<file path="src/include/ced_pkg.sv">
// package of constants for the core exception dispatch block
package ced_pkg;
    localparam int          XLEN               = 32;
    localparam int          CODE_W             = 5;
    localparam int          CP_N               = 4;
    // cause field layout
    localparam int          CAUSE_BD_BIT       = 31;
    localparam int          CAUSE_CE_LO        = 28;
    localparam int          CAUSE_CODE_HI      = 6;
    localparam int          CAUSE_CODE_LO      = 2;
    // cause codes
    localparam logic [4:0]  INT_CODE                = 5'h00;
    localparam logic [4:0]  MAP_MODIFIED_CODE       = 5'h01;
    localparam logic [4:0]  MAP_MISS_LOAD_CODE      = 5'h02;
    localparam logic [4:0]  MAP_MISS_STORE_CODE     = 5'h03;
    localparam logic [4:0]  MISALIGN_LOAD_CODE      = 5'h04;
    localparam logic [4:0]  MISALIGN_STORE_CODE     = 5'h05;
    localparam logic [4:0]  FETCH_BUS_FAULT_CODE    = 5'h06;
    localparam logic [4:0]  DATA_BUS_FAULT_CODE     = 5'h07;
    localparam logic [4:0]  SERVICE_TRAP_CODE       = 5'h08;
    localparam logic [4:0]  TRAP_BREAK_CODE         = 5'h09;
    localparam logic [4:0]  RESERVED_OPCODE_CODE    = 5'h0a;
    localparam logic [4:0]  COPROC_UNUSABLE_CODE    = 5'h0b;
    localparam logic [4:0]  ARITH_OVERFLOW_CODE     = 5'h0c;
    // vectors and delay-slot branch step
    localparam logic [31:0] VEC_RESET          = 32'hbfc0_0000;
    localparam logic [31:0] VEC_USER_MISS      = 32'h8000_0000;
    localparam logic [31:0] VEC_USER_MISS_BOOT = 32'hbfc0_0100;
    localparam logic [31:0] VEC_GENERAL        = 32'h8000_0080;
    localparam logic [31:0] VEC_GENERAL_BOOT   = 32'hbfc0_0180;
    localparam logic [31:0] VEC_DEBUG          = 32'hbfc0_0200;
    localparam logic [31:0] BRANCH_STEP        = 32'h0000_0004;
    // access sizes
    localparam logic [1:0]  SIZE_BYTE          = 2'h0;
    localparam logic [1:0]  SIZE_HALF          = 2'h1;
    localparam logic [1:0]  SIZE_WORD          = 2'h2;
    // exception kinds
    typedef enum logic [2:0] {
        CED_K_NONE    = 3'b000,
        CED_K_RESET   = 3'b001,
        CED_K_NMI     = 3'b010,
        CED_K_DEBUG   = 3'b011,
        CED_K_UMISS   = 3'b100,
        CED_K_GENERAL = 3'b101
    } ced_kind_t;
endpackage

</file>
<file path="src/hdl/ced_dispatch.sv">
// exception detection, prioritisation and dispatch
`timescale 1ns/1ps
// Summary of operation
// RL1: on any exception flush faulting and in-flight instructions, fetch at handler vector
// RL2: taking an exception switches privilege to kernel mode
// RL3: resume address is faulting pc, or preceding branch pc for delay slot
// RL4: set delay-slot flag in cause bit 31 when resume address corrected
// RL5: write five-bit cause code into cause bits 6 down to 2
// RL6: reset exception on reset release, vector 0xbfc00000 regardless of boot select
// RL7: nmi on falling edge of nmi pin; reset and nmi leave code unchanged
// RL8: bus error pin gives code 6 for fetch, 7 for data access
// RL9: misaligned word/half or user kernel-segment access: code 4 load/fetch, 5 store
// RL10: trapping add/sub overflow raises code 12
// RL11: service trap instruction raises code 8
// RL12: break instruction raises code 9
// RL13: reserved opcode raises code 10
// RL14: coprocessor instruction with usability bit clear raises code 11
// RL15: pending interrupt raises code 0
// RL16: protection circuit request: code 2 load/fetch, 3 store, general vector
// RL17: user map miss vectors 0x80000000, or 0xbfc00100 under boot select
// RL18: boot select set uses alternate set, general vector 0xbfc00180
// RL19: debug exceptions vector 0xbfc00200, no cause code, cause in debug reg
// RL20: other coded exceptions share the general vector
// RL21: map-modified code 1 is never generated
module ced_dispatch #(
    parameter int AW = ced_pkg::XLEN
) (
    input  wire logic          clock,
    input  wire logic          nrst,
    // asynchronous pins
    input  wire logic          nmi_n_pin,
    input  wire logic          bus_error_pin,
    // pipeline, exception stage
    input  wire logic          stage_valid,
    input  wire logic [AW-1:0] stage_pc,
    input  wire logic          stage_in_delay_slot,
    input  wire logic          stage_is_fetch_fault,
    input  wire logic          mem_access,
    input  wire logic          mem_store,
    input  wire logic [1:0]    mem_size,
    input  wire logic [AW-1:0] mem_addr,
    input  wire logic          fetch_misaligned,
    input  wire logic          trap_overflow,
    input  wire logic          service_trap_instr,
    input  wire logic          break_instr,
    input  wire logic          reserved_opcode,
    input  wire logic          coproc_instr,
    input  wire logic [1:0]    coproc_unit,
    input  wire logic          irq_pending,
    input  wire logic          protect_req,
    input  wire logic          user_map_miss,
    input  wire logic          debug_step,
    input  wire logic          debug_break,
    input  wire logic          return_from_exc,
    // status bits
    input  wire logic          boot_vector_select,
    input  wire logic [3:0]    coproc_usable_bits,
    // outputs
    output logic               flush,
    output logic               fetch_redirect,
    output logic [AW-1:0]      fetch_target,
    output logic               kernel_mode,
    output logic [AW-1:0]      resume_pc_reg,
    output logic               delay_slot_flag,
    output logic [4:0]         cause_code_field,
    output logic [1:0]         coproc_error_unit,
    output logic [31:0]        cause_reg,
    output logic [1:0]         debug_cause,
    output logic               debug_taken
);
    logic nmi_act_s;
    logic nmi_n_s;
    logic bus_err_s;

    // nmi inverted before the flops so their reset value is its idle level
    ced_sync #(.W(2)) u_sync (
        .clock (clock),
        .nrst  (nrst),
        .din   ({~nmi_n_pin, bus_error_pin}),
        .dout  ({nmi_act_s, bus_err_s})
    );

    assign nmi_n_s = ~nmi_act_s;

    // state
    logic               nmi_n_prev_q, nmi_n_prev_d;
    logic               rst_pend_q,   rst_pend_d;
    logic               nmi_pend_q,   nmi_pend_d;
    logic               flush_q,      flush_d;
    logic               redir_q,      redir_d;
    logic [AW-1:0]      target_q,     target_d;
    logic               kernel_q,     kernel_d;
    logic [AW-1:0]      epc_q,        epc_d;
    logic               bd_q,         bd_d;
    logic [4:0]         code_q,       code_d;
    logic [1:0]         ce_q,         ce_d;
    logic [1:0]         dbg_q,        dbg_d;
    logic               dbg_tk_q,     dbg_tk_d;

    logic               misalign;
    logic               pc_viol;
    logic               priv_viol;
    logic               addr_err;
    logic               cp_unusable;
    ced_pkg::ced_kind_t kind;
    logic [4:0]         code_sel;
    logic [AW-1:0]      vec_sel;

    always_comb begin
        misalign = 1'b0;
        if (mem_access) begin
            case (mem_size)
                ced_pkg::SIZE_WORD: misalign = |mem_addr[1:0];
                ced_pkg::SIZE_HALF: misalign = mem_addr[0];
                default:            misalign = 1'b0;
            endcase
        end
        // user mode may not reach kernel segments
        pc_viol     = !kernel_q && stage_pc[AW-1]; // [RL9]
        priv_viol   = (!kernel_q && mem_access && mem_addr[AW-1]) || pc_viol; // [RL9]
        addr_err    = misalign || fetch_misaligned || priv_viol; // [RL9]
        cp_unusable = coproc_instr && !coproc_usable_bits[coproc_unit]; // [RL14]
    end

    // priority selection of the exception in the stage
    always_comb begin
        kind     = ced_pkg::CED_K_NONE;
        code_sel = code_q;
        if (rst_pend_q) begin
            kind = ced_pkg::CED_K_RESET; // [RL6]
        end else if (nmi_pend_q) begin
            kind = ced_pkg::CED_K_NMI; // [RL7]
        end else if (stage_valid) begin
            kind = ced_pkg::CED_K_GENERAL; // [RL20]
            if (debug_step || debug_break) begin
                kind = ced_pkg::CED_K_DEBUG; // [RL19]
            end else if (user_map_miss) begin
                kind     = ced_pkg::CED_K_UMISS; // [RL17]
                code_sel = mem_store ? ced_pkg::MAP_MISS_STORE_CODE : ced_pkg::MAP_MISS_LOAD_CODE;
            end else if (addr_err) begin
                code_sel = (mem_access && mem_store && !fetch_misaligned && !pc_viol) ?
                           ced_pkg::MISALIGN_STORE_CODE : ced_pkg::MISALIGN_LOAD_CODE; // [RL9]
            end else if (protect_req) begin
                code_sel = mem_store ? ced_pkg::MAP_MISS_STORE_CODE : ced_pkg::MAP_MISS_LOAD_CODE; // [RL16]
            end else if (bus_err_s) begin
                code_sel = stage_is_fetch_fault ? ced_pkg::FETCH_BUS_FAULT_CODE
                                                : ced_pkg::DATA_BUS_FAULT_CODE; // [RL8]
            end else if (reserved_opcode) begin
                code_sel = ced_pkg::RESERVED_OPCODE_CODE; // [RL13]
            end else if (cp_unusable) begin
                code_sel = ced_pkg::COPROC_UNUSABLE_CODE; // [RL14]
            end else if (service_trap_instr) begin
                code_sel = ced_pkg::SERVICE_TRAP_CODE; // [RL11]
            end else if (break_instr) begin
                code_sel = ced_pkg::TRAP_BREAK_CODE; // [RL12]
            end else if (trap_overflow) begin
                code_sel = ced_pkg::ARITH_OVERFLOW_CODE; // [RL10]
            end else if (irq_pending) begin
                code_sel = ced_pkg::INT_CODE; // [RL15]
            end else begin
                kind = ced_pkg::CED_K_NONE;
            end
        end
    end

    // vector selection; map-modified code is never produced [RL21]
    always_comb begin
        case (kind)
            ced_pkg::CED_K_RESET,
            ced_pkg::CED_K_NMI:   vec_sel = ced_pkg::VEC_RESET; // [RL6]
            ced_pkg::CED_K_DEBUG: vec_sel = ced_pkg::VEC_DEBUG; // [RL19]
            ced_pkg::CED_K_UMISS: vec_sel = boot_vector_select ? ced_pkg::VEC_USER_MISS_BOOT
                                                               : ced_pkg::VEC_USER_MISS; // [RL17]
            ced_pkg::CED_K_GENERAL: vec_sel = boot_vector_select ? ced_pkg::VEC_GENERAL_BOOT
                                                                 : ced_pkg::VEC_GENERAL; // [RL18] [RL16]
            default:              vec_sel = target_q;
        endcase
    end

    always_comb begin
        nmi_n_prev_d = nmi_n_s;
        rst_pend_d   = 1'b0;
        nmi_pend_d   = nmi_pend_q || (nmi_n_prev_q && !nmi_n_s); // [RL7]
        flush_d      = 1'b0;
        redir_d      = 1'b0;
        target_d     = target_q;
        kernel_d     = return_from_exc ? 1'b0 : kernel_q;
        epc_d        = epc_q;
        bd_d         = bd_q;
        code_d       = code_q;
        ce_d         = ce_q;
        dbg_d        = dbg_q;
        dbg_tk_d     = 1'b0;
        if (kind != ced_pkg::CED_K_NONE) begin
            flush_d  = 1'b1; // [RL1]
            redir_d  = 1'b1; // [RL1]
            target_d = vec_sel; // [RL1]
            kernel_d = 1'b1; // [RL2]
            if (kind == ced_pkg::CED_K_NMI) begin
                // a new edge in the taking cycle stays pending
                nmi_pend_d = nmi_n_prev_q && !nmi_n_s; // [RL7]
            end
            if (kind != ced_pkg::CED_K_RESET && kind != ced_pkg::CED_K_NMI) begin
                epc_d = stage_in_delay_slot ? stage_pc - ced_pkg::BRANCH_STEP : stage_pc; // [RL3]
                bd_d  = stage_in_delay_slot; // [RL4]
            end
            if (kind == ced_pkg::CED_K_DEBUG) begin
                dbg_d    = {debug_break, debug_step}; // [RL19]
                dbg_tk_d = 1'b1;
            end else if (kind == ced_pkg::CED_K_UMISS || kind == ced_pkg::CED_K_GENERAL) begin
                code_d = code_sel; // [RL5]
                if (code_sel == ced_pkg::COPROC_UNUSABLE_CODE) begin
                    ce_d = coproc_unit;
                end
            end
        end
    end

    always_ff @(posedge clock) begin
        if (!nrst) begin
            nmi_n_prev_q <= 1'b1;
            rst_pend_q   <= 1'b1; // [RL6]
            nmi_pend_q   <= 1'b0;
            flush_q      <= 1'b0;
            redir_q      <= 1'b0;
            target_q     <= ced_pkg::VEC_RESET;
            kernel_q     <= 1'b1;
            epc_q        <= '0;
            bd_q         <= 1'b0;
            code_q       <= '0;
            ce_q         <= '0;
            dbg_q        <= '0;
            dbg_tk_q     <= 1'b0;
        end else begin
            nmi_n_prev_q <= nmi_n_prev_d;
            rst_pend_q   <= rst_pend_d;
            nmi_pend_q   <= nmi_pend_d;
            flush_q      <= flush_d;
            redir_q      <= redir_d;
            target_q     <= target_d;
            kernel_q     <= kernel_d;
            epc_q        <= epc_d;
            bd_q         <= bd_d;
            code_q       <= code_d;
            ce_q         <= ce_d;
            dbg_q        <= dbg_d;
            dbg_tk_q     <= dbg_tk_d;
        end
    end

    assign flush             = flush_q;
    assign fetch_redirect    = redir_q;
    assign fetch_target      = target_q;
    assign kernel_mode       = kernel_q;
    assign resume_pc_reg     = epc_q;
    assign delay_slot_flag   = bd_q;
    assign cause_code_field  = code_q;
    assign coproc_error_unit = ce_q;
    assign debug_cause       = dbg_q;
    assign debug_taken       = dbg_tk_q;

    // cause word built from registered fields only
    always_comb begin
        cause_reg = '0;
        cause_reg[ced_pkg::CAUSE_BD_BIT] = bd_q; // [RL4]
        cause_reg[ced_pkg::CAUSE_CE_LO +: 2] = ce_q;
        cause_reg[ced_pkg::CAUSE_CODE_HI:ced_pkg::CAUSE_CODE_LO] = code_q; // [RL5]
    end
endmodule // ced_dispatch

</file>
<file path="src/hdl/ced_sync.sv">
// two-flop synchroniser for asynchronous pins
`timescale 1ns/1ps
module ced_sync #(
    parameter int W = 1
) (
    input  wire logic         clock,
    input  wire logic         nrst,
    input  wire logic [W-1:0] din,
    output logic      [W-1:0] dout
);
    logic [W-1:0] meta_q;
    logic [W-1:0] meta_d;
    logic [W-1:0] sync_q;
    logic [W-1:0] sync_d;

    always_comb begin
        meta_d = din;
        sync_d = meta_q;
    end

    always_ff @(posedge clock) begin
        if (!nrst) begin
            meta_q <= '0;
            sync_q <= '0;
        end else begin
            meta_q <= meta_d;
            sync_q <= sync_d;
        end
    end

    assign dout = sync_q;
endmodule // ced_sync

</file>
<file path="config.mk">
export PLATFORM = sky130hd
export DESIGN_NAME = ced_dispatch
export DESIGN_NICKNAME = d
export VERILOG_FILES = /design/src/include/ced_pkg.sv /design/src/hdl/ced_dispatch.sv /design/src/hdl/ced_sync.sv
export SDC_FILE = /design/constraint.sdc
export NUM_CORES = 1
export LEC_CHECK = 0
export BUFFER_PORTS_ARGS = -buffer_cell sky130_fd_sc_hd__buf_2
export CAP_MARGIN = 15
export CORE_UTILIZATION = 44
export CTS_BUF_LIST = sky130_fd_sc_hd__clkbuf_16
export DETAILED_ROUTE_END_ITERATION = 10
export PLACE_DENSITY = 0.81
export SLEW_MARGIN = 20
export SYNTH_ARGS = -nofsm -noshare
export SYNTH_HDL_FRONTEND = slang
export SYNTH_SLANG_ARGS = --single-unit
</file>
<file path="constraint.sdc">
create_clock -name clock -period 2.8 [get_ports clock]
set_input_delay 0.28 -clock clock [delete_from_list [all_inputs] [get_ports clock]]
set_output_delay 0.28 -clock clock [all_outputs]
set_load 0.05 [all_outputs]
</file>
==> results_tabular.tex <==
\begin{tabular}{lr}
\hline
Metric & Value \\
\hline
\multicolumn{2}{l}{\textbf{Timing}} \\
\quad Minimum period implied by the final worst setup slack & 2.361 ns \\
\quad Top achievable clock speed & 423.6 MHz \\
\quad Total count of max-transition violations in the final report & 0 \\
\quad Unrepaired setup endpoints after global routing & false \\
\quad Worst slew pin tran & 0.6454 ns \\
\quad Setup tns final & 0 ns \\
\quad Final worst clock skew & 0.008056 ns \\
\quad Setup-failing EPs final & 0 \\
\quad Headroom to the max-slew limit & 56.52\% \\
\quad Tightest hold margin & 0.1380 ns \\
\quad Part of the cycle the worst path needs & 84.32\% \\
\quad Number of hold violations in the final report & 0 \\
\multicolumn{2}{l}{\textbf{Route}} \\
\quad Via Count & 2946 \\
\quad Pre-Repair DR Iteration Count & 4 \\
\quad Count of unresolved DRC violations after routing & 0 \\
\quad Post-detailed-route via-to-cell ratio & 4.960 \\
\quad DRC violation total after the first TritonRoute iteration & 70 \\
\quad Number of nets with antenna violations after detailed routing & 0 \\
\quad Routed wire length & 7.408 mm \\
\quad Wire length per cell & 12.47 um \\
\multicolumn{2}{l}{\textbf{Critical path}} \\
\quad Critical Path Source Type & input port \\
\quad Minimum setup slack among reg-to-reg paths & 0.68 ns \\
\quad Depth of the most critical reg-to-reg path & 7 \\
\quad CP Data Arrival Time & 2.53 ns \\
\quad Kind of critical path & in2reg \\
\quad Required time reported for the critical path endpoint & 2.97 ns \\
\quad Critical R2R Capture & delay\_slot\_flag \\
\quad Kind of capture point of the worst setup path & register \\
\quad Maximum fanout along the worst path & 29 \\
\quad R2r startpoint & u\_sync.dout[0] \\
\multicolumn{2}{l}{\textbf{Synth}} \\
\quad Most common cell in the synthesized netlist & sky130\_fd\_sc\_hd\_\_buf\_4 \\
\quad Unique masters post-synth & 49 \\
\quad Largest cells by area after synthesis & sky130\_fd\_sc\_hd\_\_dfxtp\_1 33\%, sky130\_fd\_sc\_hd\_\_buf\_4 14\%, sky130\_fd\_sc\_hd\_\_a211oi\_2 8.5\% \\
\quad Flop and latch count out of synthesis & 56 \\
\quad Share of synthesized area occupied by flip-flops and latches & 33.00\% \\
\quad Mean instance size in the synthesized netlist & 8.710 um\^{}2 \\
\quad Yosys warning total & 0 \\
\quad Share of synthesized flip-flops with an asynchronous set or reset & 0\% \\
\quad Biggest area consumer among synthesized cells & sky130\_fd\_sc\_hd\_\_dfxtp\_1 \\
\quad Synthesized cell area & 3397 um\^{}2 \\
\quad Top post-synthesis cells by count & 62 x sky130\_fd\_sc\_hd\_\_buf\_4, 56 x sky130\_fd\_sc\_hd\_\_dfxtp\_1, 56 x sky130\_fd\_sc\_hd\_\_nor2\_1, 23 x sky130\_fd\_sc\_hd\_\_a211oi\_2, 23 x sky130\_fd\_sc\_hd\_\_xnor2\_1 \\
\quad Synthesized instance count & 390 \\
\quad Number of synthesized flops with an enable pin & 0 \\
\quad Yosys top cell area share & 33.00\% \\
\quad Most common flop cell mapped by yosys & sky130\_fd\_sc\_hd\_\_dfxtp\_1 \\
\multicolumn{2}{l}{\textbf{Die}} \\
\quad Floorplan row count & 31 \\
\quad Number of I/O pins & 204 \\
\quad Initial Utilization & 46.10\% \\
\quad CORE AREA & 7370 um\^{}2 \\
\quad Die height & 89.87 um \\
\quad Die outline area & 8076 um\^{}2 \\
\quad Die X & 89.87 um \\
\multicolumn{2}{l}{\textbf{Pwr}} \\
\quad Maximum vdd drop & 0.0002283 V \\
\quad Pwr Density & 530.9 nW/um\^{}2 \\
\quad LEAKAGE & 1.742 nW \\
\multicolumn{2}{l}{\textbf{Global routing}} \\
\quad Via count of the first global-routing pass & 2768 \\
\quad First-pass GRT wire length & 12.20 mm \\
\quad GR Util All Layers & 18.13\% \\
\quad Maximum number of pins on one net before global-route repair & 35 \\
\quad Total overflow reported by the global router & 0 \\
\quad Initial antenna violation count & 0 \\
\multicolumn{2}{l}{\textbf{Flow run}} \\
\quad Number of max-capacitance violations reported & 0 \\
\multicolumn{2}{l}{\textbf{Layout}} \\
\quad Post-route insts no fill & 594 \\
\quad Final Net Count & 593 \\
\quad Number of flip-flops in the largest register & 32 \\
\quad Area growth from synthesis to final layout & 17.53\% \\
\quad Antenna diode instance count & 0 \\
\quad Proportion of layout cells with a drive suffix above 1 & 34.95\% \\
\quad Final-layout fill cell count & 686 \\
\multicolumn{2}{l}{\textbf{Clocking}} \\
\quad Num Clock Sinks & 56 \\
\quad Cts bufs inserted & 5 \\
\quad Root cell of the clock tree & sky130\_fd\_sc\_hd\_\_clkbuf\_16 \\
\quad Number of buffers inserted by post-CTS setup repair & 0 \\
\quad Hold\_buf cts & 0 \\
\quad Worst-path clk slew & 0.07 ns \\
\quad Insertion delay of the later-clocked pin in the worst-skew pair & 0.29 ns \\
\quad Clock Path Buffers & 2 \\
\quad Deepest level of the CTS H-tree & 2 \\
\quad PostCTS Resize Cnt & 0 \\
\quad TritonCTS clock tree & done \\
\multicolumn{2}{l}{\textbf{Status}} \\
\quad Outcome & finished clean \\
\multicolumn{2}{l}{\textbf{Worst hold path}} \\
\quad Hold Path Sink & u\_sync.meta\_q[1] \\
\quad Hold/Removal Path Class & in2reg \\
\quad Cell depth of the worst hold path & 2 \\
\quad Launch instance of the worst min-delay path & nmi\_n\_pin \\
\multicolumn{2}{l}{\textbf{Placed design}} \\
\quad Dpl hpwl & 5.778 mm \\
\quad Port Buffer Count & 129 \\
\quad Inst Count DP & 588 \\
\quad Final RePlAce weighted congestion & 0.8286 \\
\hline
\end{tabular}
-- stage by stage --
step                power (mW)  setup slack, ns  area, um^2  util [%]
finish                   2.120           0.4391        3993     54.18
global route             2.216           0.2564        3993     54.18
CTS                      2.145           0.4422        3993     54.18
detailed placement       1.462           0.1430        3837     52.07
global placement         1.449           0.1722        3837     52.07
floorplan                1.374           0.4034        3558         -
-- worst max-delay path by stage --
stage,slack [ns],endpoint,startpoint
3_3_place_gp,0.17,delay_slot_flag,mem_size[0]
4_1_cts,0.44,delay_slot_flag,mem_size[0]
3_5_place_dp,0.14,delay_slot_flag,mem_size[0]
2_1_floorplan,0.40,resume_pc_reg[10],mem_size[0]
5_1_grt,0.26,resume_pc_reg[11],mem_size[0]
6_report,0.44,delay_slot_flag,mem_size[0]
-- per-layer routing --
metal / track usage, % / part of all wire (%)
met4: 4.839 / 0.99
met1: 19.41 / 41
met5: 0 / 0
met2: 34.81 / 51
met3: 4.822 / 6.7
-- cells in the final DEF (no fill, tap or decap), types with 4 or more instances in the layout --
| cell | n |
|---|---|
| sky130_fd_sc_hd__conb_1 | 45 |
| sky130_fd_sc_hd__nor3_1 | 14 |
| sky130_fd_sc_hd__nor4_1 | 12 |
| sky130_fd_sc_hd__o21ai_0 | 9 |
| sky130_fd_sc_hd__a211oi_2 | 23 |
| sky130_fd_sc_hd__a311oi_1 | 4 |
| sky130_fd_sc_hd__buf_2 | 129 |
| sky130_fd_sc_hd__or4_1 | 4 |
| sky130_fd_sc_hd__xnor2_1 | 23 |
| sky130_fd_sc_hd__mux2i_1 | 11 |
| sky130_fd_sc_hd__nor2_1 | 56 |
| sky130_fd_sc_hd__clkbuf_16 | 5 |
| sky130_fd_sc_hd__dfxtp_1 | 56 |
| sky130_fd_sc_hd__inv_1 | 8 |
| sky130_fd_sc_hd__nand3_1 | 4 |
| sky130_fd_sc_hd__nand2_1 | 20 |
| sky130_fd_sc_hd__and2_1 | 4 |
| sky130_fd_sc_hd__a21oi_1 | 14 |
| sky130_fd_sc_hd__nand2b_1 | 4 |
-- critical path, cell delays in order --
cell,delay (ns)
sky130_fd_sc_hd__buf_2,0.10
sky130_fd_sc_hd__inv_1,0.05
sky130_fd_sc_hd__ha_1,0.27
sky130_fd_sc_hd__nand2b_1,0.14
sky130_fd_sc_hd__a21oi_1,0.35
sky130_fd_sc_hd__and4bb_1,0.30
sky130_fd_sc_hd__a2111oi_4,0.52
sky130_fd_sc_hd__buf_12,0.25
sky130_fd_sc_hd__mux2i_1,0.21
sky130_fd_sc_hd__nor2_1,0.05
-- cell type report --
cell class	count	area, um^2	area share, %
inverter	9	33.78	0.8461
tap	99	123.9	3.102
timing repair buffer	134	708.2	17.74
multi-input combinational	290	1851	46.35
clock buffer	5	125.1	3.134
clock inverter	1	30.03	0.7521
sequential	56	1121	28.08
-- cell families (layout without fill, tap and decap cells) --
logic type | count (synthesis) | after routing | share of synthesized area, %
simple gates | 140 | 140 | 21.10
buf+inv | 87 | 149 | 17.27
compound gates | 64 | 64 | 17.02
flops | 56 | 56 | 33.00
xor+xnor | 26 | 26 | 6.704
mux | 12 | 12 | 3.573
fa+ha+maj | 3 | 3 | 1.105
other cells | 2 | 45 | 0.2211
-- power by group --
part	total [mW]	internal (mW)	leakage, nW	switching [mW]
sequential	0.863	0.839	0.460	0.0242
combinational	0.581	0.143	1.21	0.438
clock	0.676	0.412	0.0757	0.263
No activity file was read; power rests on OpenSTA's default activity.
